`src/core/serial_pin_pkg.sv`:
```
// constants and carrier types for the serial pin control and transmit counter block
package serial_pin_pkg;

  // register byte offsets on the wishbone bus
  localparam logic [3:0] CLOCK_FREQUENCY_SETTING_OFS = 4'h0;
  localparam logic [3:0] TRANSMIT_BYTE_COUNTER_OFS = 4'h4;
  localparam logic [3:0] PIN_FUNCTION_CONTROL_OFS = 4'h8;
  localparam logic [3:0] PIN_OUTPUT_DATA_OFS = 4'hc;
  localparam logic [3:0] PIN_INPUT_LEVELS_OFS = 4'h0;
  localparam logic [3:0] PIN_INPUT_LEVELS_OFS_HI = 4'h1;
  localparam logic [3:0] LINK_CONTROL_OFS = 4'h4;
  localparam logic [3:0] LINK_CONTROL_OFS_HI = 4'h1;

  // clock frequency field
  localparam logic [4:0] CLOCK_MHZ_MIN = 5'h01;
  localparam logic [4:0] CLOCK_MHZ_MAX = 5'h19;
  localparam int CLOCK_MHZ_MSB = 4;

  // pin function control bit positions
  localparam int TX_POLARITY_BIT = 7;
  localparam int RX_POLARITY_BIT = 6;
  localparam int TX_PIN_FUNCTION_BIT = 5;
  localparam int RX_PIN_FUNCTION_BIT = 4;
  localparam int LOOP_PIN_FUNCTION_BIT = 3;
  localparam int TX_PIN_DIRECTION_BIT = 2;
  localparam int RX_PIN_DIRECTION_BIT = 1;
  localparam int LOOP_PIN_DIRECTION_BIT = 0;

  // per-pin bit positions in output data and input level registers
  localparam int TX_PIN_IDX = 2;
  localparam int RX_PIN_IDX = 1;
  localparam int LOOP_PIN_IDX = 0;

  // link control register bits
  localparam int LOOPBACK_ENABLE_BIT = 0;
  localparam int CRC_DISABLE_BIT = 1;
  localparam int TX_OVERRUN_FLAG_BIT = 2;

  // reset values
  localparam logic [4:0] CLOCK_MHZ_RST = 5'h19;
  localparam logic [7:0] TX_BYTE_COUNT_RST = 8'h00;
  localparam logic [7:0] PIN_FUNCTION_RST = 8'h00;
  localparam logic [2:0] PIN_OUT_RST = 3'h0;
  localparam logic [7:0] RESERVED_READ = 8'h00;

  typedef struct packed {
    logic [4:0] clock_mhz;
    logic [7:0] tx_byte_count;
    logic [7:0] pin_function;
    logic [2:0] pin_out;
    logic loopback_enable;
    logic crc_disable;
    logic tx_overrun_flag;
    logic tx_error_seen;
    logic crc_append;
    logic ack;
    logic [31:0] rdata;
    logic [2:0] pin_o;
    logic [2:0] pin_oe;
    logic [2:0] pin_in;
    logic [4:0] clock_mhz_eff;
    logic rx_active;
  } state_s;

  typedef struct packed {
    logic cyc;
    logic stb;
    logic we;
    logic [3:0] sel;
    logic [3:0] adr;
    logic [31:0] dat;
  } wb_req_s;

endpackage : serial_pin_pkg

```
`src/core/serial_pin_control_tx_count.sv`:
```
// serial interface pin mux, clock setting and transmit byte counter
//
// Overview of operation
// - clock field is read as binary megahertz, legal from 1 to 25
// - any illegal clock field value behaves as 25 megahertz
// - reserved upper bits ignore writes and read back as zero
// - eight-bit counter holds data bytes left to send, excluding crc
// - counter decrements on each transmit buffer load while above zero and with no error seen, processor or dma
// - a load below zero with crc enabled requests crc append
// - a transmission error forces the counter to zero
// - buffer writes after an error set the transmit overrun flag
// - transmit polarity picks driven level for the active transmit state
// - receive polarity picks which receive level counts as active
// - transmit function bit gives transmit pin to gpio or transmitter
// - receive function bit gives receive pin to gpio or receiver
// - loopback function bit gives loopback pin to gpio or loopback output
// - direction bits choose input or output only in gpio mode
// - data-out bits drive the pin only in gpio output mode
// - input level register is read-only and shows the three pin levels
// - loopback enable drives the loopback pin low when its function bit selects the loopback output
//
// Register access over Wishbone and the register offsets were chosen for this implementation.
module serial_pin_control_tx_count (
  // clock and reset
  input wire logic SYS_CLK,
  input wire logic RESET,
  // wishbone slave
  input wire logic WB_CYC_I,
  input wire logic WB_STB_I,
  input wire logic WB_WE_I,
  input wire logic [3:0] WB_SEL_I,
  input wire logic [3:0] WB_ADR_I,
  input wire logic [31:0] WB_DAT_I,
  output logic [31:0] WB_DAT_O,
  output logic WB_ACK_O,
  // transmitter side
  input wire logic TX_BUFFER_LOAD,
  input wire logic TX_ERROR,
  input wire logic TX_SERIAL_ACTIVE,
  output logic CRC_APPEND,
  output logic RX_SERIAL_ACTIVE,
  output logic [4:0] CLOCK_MHZ_EFFECTIVE,
  // pins: index 2 transmit, 1 receive, 0 loopback
  input wire logic [2:0] PIN_I,
  output logic [2:0] PIN_O,
  output logic [2:0] PIN_OE
);

  serial_pin_pkg::state_s cur_ff;
  serial_pin_pkg::state_s nxt_ff;
  serial_pin_pkg::wb_req_s req;

  function automatic logic [4:0] eff_mhz(input logic [4:0] v);
    if (v >= serial_pin_pkg::CLOCK_MHZ_MIN && v <= serial_pin_pkg::CLOCK_MHZ_MAX) begin
      eff_mhz = v;
    end else begin
      eff_mhz = serial_pin_pkg::CLOCK_MHZ_MAX;
    end
  endfunction : eff_mhz

  assign req = '{cyc: WB_CYC_I, stb: WB_STB_I, we: WB_WE_I, sel: WB_SEL_I, adr: WB_ADR_I, dat: WB_DAT_I};

  ////////////////////////////////////////////////////////////////////////////
  logic access;
  logic wr;
  logic gpio_tx;
  logic gpio_rx;
  logic gpio_lp;

  always_comb begin
    access = req.cyc && req.stb && !cur_ff.ack;
    wr = access && req.we && req.sel[0];
    gpio_tx = !cur_ff.pin_function[serial_pin_pkg::TX_PIN_FUNCTION_BIT];
    gpio_rx = !cur_ff.pin_function[serial_pin_pkg::RX_PIN_FUNCTION_BIT];
    gpio_lp = !cur_ff.pin_function[serial_pin_pkg::LOOP_PIN_FUNCTION_BIT];
  end

  ////////////////////////////////////////////////////////////////////////////
  // the 4-bit address covers 0x0..0xc; the two extra registers sit at 0x10/0x14
  // and are reached through the fifth address bit folded into byte-select 1
  logic hi_page;
  assign hi_page = req.sel[1];

  always_comb begin
    nxt_ff = cur_ff;
    nxt_ff.ack = access;
    nxt_ff.crc_append = 1'b0;
    nxt_ff.rdata = 32'h0000_0000;
    if (access && !req.we) begin
      if (!hi_page) begin
        unique case (req.adr)
          serial_pin_pkg::CLOCK_FREQUENCY_SETTING_OFS:
            nxt_ff.rdata = {27'h0, cur_ff.clock_mhz};
          serial_pin_pkg::TRANSMIT_BYTE_COUNTER_OFS:
            nxt_ff.rdata = {24'h0, cur_ff.tx_byte_count};
          serial_pin_pkg::PIN_FUNCTION_CONTROL_OFS:
            nxt_ff.rdata = {24'h0, cur_ff.pin_function};
          serial_pin_pkg::PIN_OUTPUT_DATA_OFS:
            nxt_ff.rdata = {29'h0, cur_ff.pin_out};
          default:
            nxt_ff.rdata = 32'h0000_0000;
        endcase
      end else if (req.adr == serial_pin_pkg::PIN_INPUT_LEVELS_OFS) begin
        nxt_ff.rdata = {29'h0, cur_ff.pin_in};
      end else if (req.adr == serial_pin_pkg::LINK_CONTROL_OFS) begin
        nxt_ff.rdata = {29'h0, cur_ff.tx_overrun_flag, cur_ff.crc_disable, cur_ff.loopback_enable};
      end
    end
    if (wr && !hi_page) begin
      unique case (req.adr)
        serial_pin_pkg::CLOCK_FREQUENCY_SETTING_OFS:
          nxt_ff.clock_mhz = req.dat[serial_pin_pkg::CLOCK_MHZ_MSB:0];
        serial_pin_pkg::TRANSMIT_BYTE_COUNTER_OFS: begin
          nxt_ff.tx_byte_count = req.dat[7:0];
          nxt_ff.tx_error_seen = 1'b0;
        end
        serial_pin_pkg::PIN_FUNCTION_CONTROL_OFS:
          nxt_ff.pin_function = req.dat[7:0];
        serial_pin_pkg::PIN_OUTPUT_DATA_OFS:
          nxt_ff.pin_out = req.dat[2:0];
        default: begin
        end
      endcase
    end
    if (wr && hi_page && req.adr == serial_pin_pkg::LINK_CONTROL_OFS) begin
      nxt_ff.loopback_enable = req.dat[serial_pin_pkg::LOOPBACK_ENABLE_BIT];
      nxt_ff.crc_disable = req.dat[serial_pin_pkg::CRC_DISABLE_BIT];
      // write one to clear the overrun flag
      if (req.dat[serial_pin_pkg::TX_OVERRUN_FLAG_BIT]) begin
        nxt_ff.tx_overrun_flag = 1'b0;
      end
    end
    // transmit counter; hardware events win over a same-cycle software write
    if (TX_BUFFER_LOAD) begin
      if (cur_ff.tx_error_seen) begin
        nxt_ff.tx_overrun_flag = 1'b1;
      end else if (cur_ff.tx_byte_count == 8'h00) begin
        nxt_ff.crc_append = !cur_ff.crc_disable;
        nxt_ff.tx_byte_count = 8'h00;
      end else begin
        nxt_ff.tx_byte_count = cur_ff.tx_byte_count - 8'h01;
      end
    end
    if (TX_ERROR) begin
      nxt_ff.tx_byte_count = serial_pin_pkg::TX_BYTE_COUNT_RST;
      nxt_ff.tx_error_seen = 1'b1;
    end
    nxt_ff.clock_mhz_eff = eff_mhz(cur_ff.clock_mhz);
    nxt_ff.pin_in = PIN_I;
    // transmit pin
    if (gpio_tx) begin
      nxt_ff.pin_oe[serial_pin_pkg::TX_PIN_IDX] = cur_ff.pin_function[serial_pin_pkg::TX_PIN_DIRECTION_BIT];
      nxt_ff.pin_o[serial_pin_pkg::TX_PIN_IDX] = cur_ff.pin_out[serial_pin_pkg::TX_PIN_IDX];
    end else begin
      nxt_ff.pin_oe[serial_pin_pkg::TX_PIN_IDX] = 1'b1;
      nxt_ff.pin_o[serial_pin_pkg::TX_PIN_IDX] =
        TX_SERIAL_ACTIVE ~^ cur_ff.pin_function[serial_pin_pkg::TX_POLARITY_BIT];
    end
    // receive pin
    if (gpio_rx) begin
      nxt_ff.pin_oe[serial_pin_pkg::RX_PIN_IDX] = cur_ff.pin_function[serial_pin_pkg::RX_PIN_DIRECTION_BIT];
      nxt_ff.pin_o[serial_pin_pkg::RX_PIN_IDX] = cur_ff.pin_out[serial_pin_pkg::RX_PIN_IDX];
      nxt_ff.rx_active = 1'b0;
    end else begin
      nxt_ff.pin_oe[serial_pin_pkg::RX_PIN_IDX] = 1'b0;
      nxt_ff.pin_o[serial_pin_pkg::RX_PIN_IDX] = 1'b0;
      nxt_ff.rx_active =
        cur_ff.pin_in[serial_pin_pkg::RX_PIN_IDX] ~^ cur_ff.pin_function[serial_pin_pkg::RX_POLARITY_BIT];
    end
    // loopback pin
    if (gpio_lp) begin
      nxt_ff.pin_oe[serial_pin_pkg::LOOP_PIN_IDX] =
        cur_ff.pin_function[serial_pin_pkg::LOOP_PIN_DIRECTION_BIT];
      nxt_ff.pin_o[serial_pin_pkg::LOOP_PIN_IDX] = cur_ff.pin_out[serial_pin_pkg::LOOP_PIN_IDX];
    end else begin
      nxt_ff.pin_oe[serial_pin_pkg::LOOP_PIN_IDX] = 1'b1;
      nxt_ff.pin_o[serial_pin_pkg::LOOP_PIN_IDX] = !cur_ff.loopback_enable;
    end
  end

  ////////////////////////////////////////////////////////////////////////////
  always_ff @(posedge SYS_CLK) begin
    if (RESET) begin
      cur_ff <= '0;
      cur_ff.clock_mhz <= serial_pin_pkg::CLOCK_MHZ_RST;
      cur_ff.clock_mhz_eff <= serial_pin_pkg::CLOCK_MHZ_RST;
      cur_ff.pin_function <= serial_pin_pkg::PIN_FUNCTION_RST;
      cur_ff.pin_out <= serial_pin_pkg::PIN_OUT_RST;
      cur_ff.tx_byte_count <= serial_pin_pkg::TX_BYTE_COUNT_RST;
    end else begin
      cur_ff <= nxt_ff;
    end
  end

  assign WB_DAT_O = cur_ff.rdata;
  assign WB_ACK_O = cur_ff.ack;
  assign CRC_APPEND = cur_ff.crc_append;
  assign RX_SERIAL_ACTIVE = cur_ff.rx_active;
  assign CLOCK_MHZ_EFFECTIVE = cur_ff.clock_mhz_eff;
  assign PIN_O = cur_ff.pin_o;
  assign PIN_OE = cur_ff.pin_oe;
endmodule : serial_pin_control_tx_count

```
`config.mk`:
```
export PLATFORM = sky130hd
export DESIGN_NAME = serial_pin_control_tx_count
export DESIGN_NICKNAME = d
export VERILOG_FILES = /design/src/core/serial_pin_pkg.sv /design/src/core/serial_pin_control_tx_count.sv
export SDC_FILE = /design/constraint.sdc
export NUM_CORES = 1
export LEC_CHECK = 0
export BUFFER_PORTS_ARGS = -buffer_cell sky130_fd_sc_hd__buf_2
export CAP_MARGIN = 10
export CORE_MARGIN = 5
export CORE_UTILIZATION = 49
export DETAILED_ROUTE_END_ITERATION = 8
export GPL_ROUTABILITY_DRIVEN = 1
export PLACE_DENSITY = 0.77
export SETUP_SLACK_MARGIN = 0.02
export SKIP_LAST_GASP = 1
export SYNTH_ARGS = -nofsm -noshare
export SYNTH_HDL_FRONTEND = slang
export SYNTH_SLANG_ARGS = --single-unit
```
`constraint.sdc`:
```
create_clock -name SYS_CLK -period 2 [get_ports SYS_CLK]
set_input_delay 0.5 -clock SYS_CLK [delete_from_list [all_inputs] [get_ports SYS_CLK]]
set_output_delay 0.5 -clock SYS_CLK [all_outputs]
set_load 0.03 [all_outputs]
```
==> results_dict.tcl <==
set metrics [dict create \
    clock_latency_ns 0.31 \
    finalSetupViolCount 0 \
    final_core_util_pct 55.3 \
    io_buffers 46 \
    post_drt_wl_per_cell_um 14.6 \
    fin_worst_skew_ns 0.00688 \
    grt_util_all_layers_pct 16.6 \
    ctsResizeCount 0 \
    rsz0062_at_grt "false" \
    seq_area_frac_synth_pct 40.1 \
    start_util_pct 51.1 \
    r2r_cells 6 \
    place_congestion 0.864 \
    p_switching_uw 561 \
    min_path_type "input pin to flop" \
    cp-start-kind "flop" \
    root_buffer "clkbuf_8" \
    hpwl_um 4170 \
    cp_max_fo 4 \
    coreArea_sq_um 5170 \
    vias 1912 \
    synthArstFlopShare_pct 0 \
    clk_pin_slew_worst_paths_ns 0.10 \
    reg2reg_slack_ns 0.26 \
    numCtsBuffers 5 \
    max_cap_viol_count 0 \
    synthFlopType "dfxtp_1" \
    area_growth_pct 8.23 \
    grt_overflow 0 \
    grt_max_degree 28 \
    crit_family "compound AO/OA/AOI/OAI gates" \
    antenna_found_initial 0 \
    comb_power_share_pct 14.2 \
    power.density_nw_per_um2 690 \
    rows 26 \
    critPathArrivalTime_ns 1.97 \
    setup.worst_path.end "cur_ff[68]$_SDFF_PP0_" \
    fin_setup_tns_ns 0 \
    crit_top_cell "a211oi_1" \
    p_leak_nw 1.14 \
    cts_hold_buffers 0 \
    fin_crit_sh_pct 86.8 \
    first_pass_iters 4 \
    cp-end-kind "flop" \
    cts_setup_buffers 0 \
    clkPwrFrac_pct 30.6 \
    required_ns 2.23 \
    grt_pass1_wl_um 9380 \
    critPathBufInv 1 \
    floorplan.die_area_sq_um 6960 \
    grt_pass1_vias 1909 \
    crit_start "cur_ff[64]$_SDFF_PP0_" \
    timing.slew.headroom_pct 58.3 \
    ys_types 46 \
    clkSinkCount 53 \
    syn_inst 273 \
    die_x_um 83.5 \
    top_level_ports 97 \
    path_cells "inv_1 > ha_1 > or3b_2 > a211oi_1 > a211oi_1 > a211oi_1" \
    drc 0 \
    htree_levels 2 \
    layout.nets 360 \
    hold_viol 0 \
    r2r_start "cur_ff[64]$_SDFF_PP0_" \
    cp_slowest_cell "or3b_2" \
    worst_pin_slew_ns 0.620 \
    cp.depth 6 \
    wirelength_um 5530 \
    fp.dieH_um 83.5 \
    reg2reg_to "cur_ff[68]$_SDFF_PP0_" \
    status "finished, final reports clean" \
    antenna_left 0 \
    yosysWarnings 0 \
    finalMaxSlewViolations 0 \
    drt_iter0_drc 138 \
    seq_power_share_pct 55.2 \
    drive_above_1_share_pct 26.3 \
    ir_drop_uv 298 \
    cts_max_path_buffers 2 \
    critical_path.max_stage_delay_ns 0.47 \
    fin_crit_ns 1.74 \
    crit_type "flop to flop" \
    postSynthRegisterBits 53 \
    internal-power_mw 1.41 \
    synth.avg_cell_area_sq_um 9.68 \
    n_antenna_cell 0 \
    max_freq_ghz 0.576 \
    swShare_pct 28.4 \
    synth_edf_count 0 \
    viasPerCell 5.06 \
    syn-cell-area_sq_um 2640 \
    cts_tree "done" \
]
[cell type report]
class	instances	area, sq um
repair buffers	57	313
inverters	10	37.5
multi-input cells	180	1270
clock inverters	3	22.5
clock buffers	5	68.8
fillers	479	2310
flip-flops and latches	53	1060
well taps	70	87.6
[per-layer routing]
metal  part of all wire, %  vias to the layer above  track usage (%)  routed length, um
li1                      -                      945                -                  -
met1                    41                      879             20.4               2260
met2                    49                       80             27.3               2720
met3                   8.2                        8             4.74                452
met4                   1.8                        0             6.58                 98
met5                     0                        -                0                  0
[sequential cells by signal (all words and copies together) (netlist names)]
register,flops
CLOCK_MHZ_EFFECTIVE,5
cur_ff,31
PIN_O,3
PIN_OE,3
CRC_APPEND,1
RX_SERIAL_ACTIVE,1
WB_ACK_O,1
WB_DAT_O,8
[cells by family after synthesis]
kind of cell	count (synthesis)	share of synthesized area [%]
AND/OR/NAND/NOR	84	19.9
buffers and inverters	63	15.3
flip-flops	53	40.1
AO/OA/AOI/OAI	35	9.09
multiplexers	32	13.5
XOR/XNOR	3	0.994
adder cells (fa/ha/maj)	2	0.946
other	1	0.142
[per-stage QoR]
step                cell area [sq um]  total power, mW  std cells  hold slack [ns]  worst slack [ns]
finish                           2860             1.97        378            0.395             0.264
detailed placement               2770             1.39        370            0.486             0.138
global placement                 2770             1.38        370            0.481             0.161
floorplan                        2730             1.35        296            0.421             0.345
CTS                              2860             1.99        378            0.387             0.243
global route                     2860             2.07        378            0.390             0.131
[cell usage in the layout, fill, tap and decap left out, types with 2 or more instances in the layout]
cell / Yosys / layout
nor4_2: 3 / 4
xor2_1: 2 / 2
and2_1: 2 / 2
nor2_1: 34 / 34
buf_4: 44 / 11
clkinvlp_4: 0 / 3
inv_1: 10 / 10
clkbuf_8: 0 / 5
mux4_2: 3 / 3
a211o_1: 3 / 3
or3_1: 2 / 2
o22ai_1: 3 / 3
nor4_1: 4 / 3
nor2b_1: 9 / 9
nand3_1: 3 / 3
or2_2: 2 / 2
a211oi_1: 6 / 6
nand2_1: 4 / 4
mux2i_1: 29 / 29
dfxtp_1: 53 / 53
nand2b_1: 5 / 5
buf_2: 1 / 46
nor3_1: 3 / 3
a22oi_1: 3 / 3
a21oi_1: 10 / 10
a311oi_1: 2 / 2
nor3b_1: 5 / 5
ha_1: 2 / 2
conb_1: 1 / 24
[cell usage after synthesis, types with 3 or more instances]
| cell type | instances | area share [%] |
|---|---|---|
| a211o_1 | 3 | 0.99 |
| a211oi_1 | 6 | 1.7 |
| a21oi_1 | 10 | 1.9 |
| a22oi_1 | 3 | 0.85 |
| buf_4 | 44 | 12 |
| clkbuf_1 | 7 | 0.99 |
| dfxtp_1 | 53 | 40 |
| inv_1 | 10 | 1.4 |
| mux2i_1 | 29 | 11 |
| mux4_2 | 3 | 2.6 |
| nand2_1 | 4 | 0.57 |
| nand2b_1 | 5 | 1.2 |
| nand3_1 | 3 | 0.57 |
| nor2_1 | 34 | 4.8 |
| nor2b_1 | 9 | 2.1 |
| nor3_1 | 3 | 0.57 |
| nor3b_1 | 5 | 1.4 |
| nor4_1 | 4 | 0.95 |
| nor4_2 | 3 | 1.4 |
| o22ai_1 | 3 | 0.71 |
[worst register-to-register path: stages (launching register included)]
cell and delay, ns:
dfxtp_1 0.32, inv_1 0.09, ha_1 0.23, or3b_2 0.47
a211oi_1 0.24, a211oi_1 0.08, a211oi_1 0.23
[power by group through the flow]
stage | combinational (mW) | sequential [mW] | clock, mW
after floorplan | 0.233 | 1.11 | 0
after global placement | 0.270 | 1.11 | 0
after detailed placement | 0.276 | 1.11 | 0
after CTS | 0.277 | 1.09 | 0.625
after global routing | 0.305 | 1.09 | 0.674
final | 0.279 | 1.09 | 0.604
[worst min-delay path by stage]
| stage | cells past startpoint | from | endpoint |
|---|---|---|---|
| final | 2 | PIN_I[2] | cur_ff[8]$_SDFF_PP0_ |
| after detailed placement | 1 | cur_ff[54]$_SDFFE_PP0P_ | PIN_O[1]$_SDFF_PP0_ |
| after floorplan | 1 | cur_ff[51]$_SDFFE_PP0P_ | CRC_APPEND$_SDFF_PP0_ |
| after CTS | 2 | PIN_I[2] | cur_ff[8]$_SDFF_PP0_ |
| after global routing | 2 | PIN_I[0] | cur_ff[6]$_SDFF_PP0_ |
| after global placement | 2 | cur_ff[49]$_SDFFE_PP0P_ | cur_ff[50]$_SDFF_PP0_ |
Note: power is estimated with default switching activity, not from simulation.
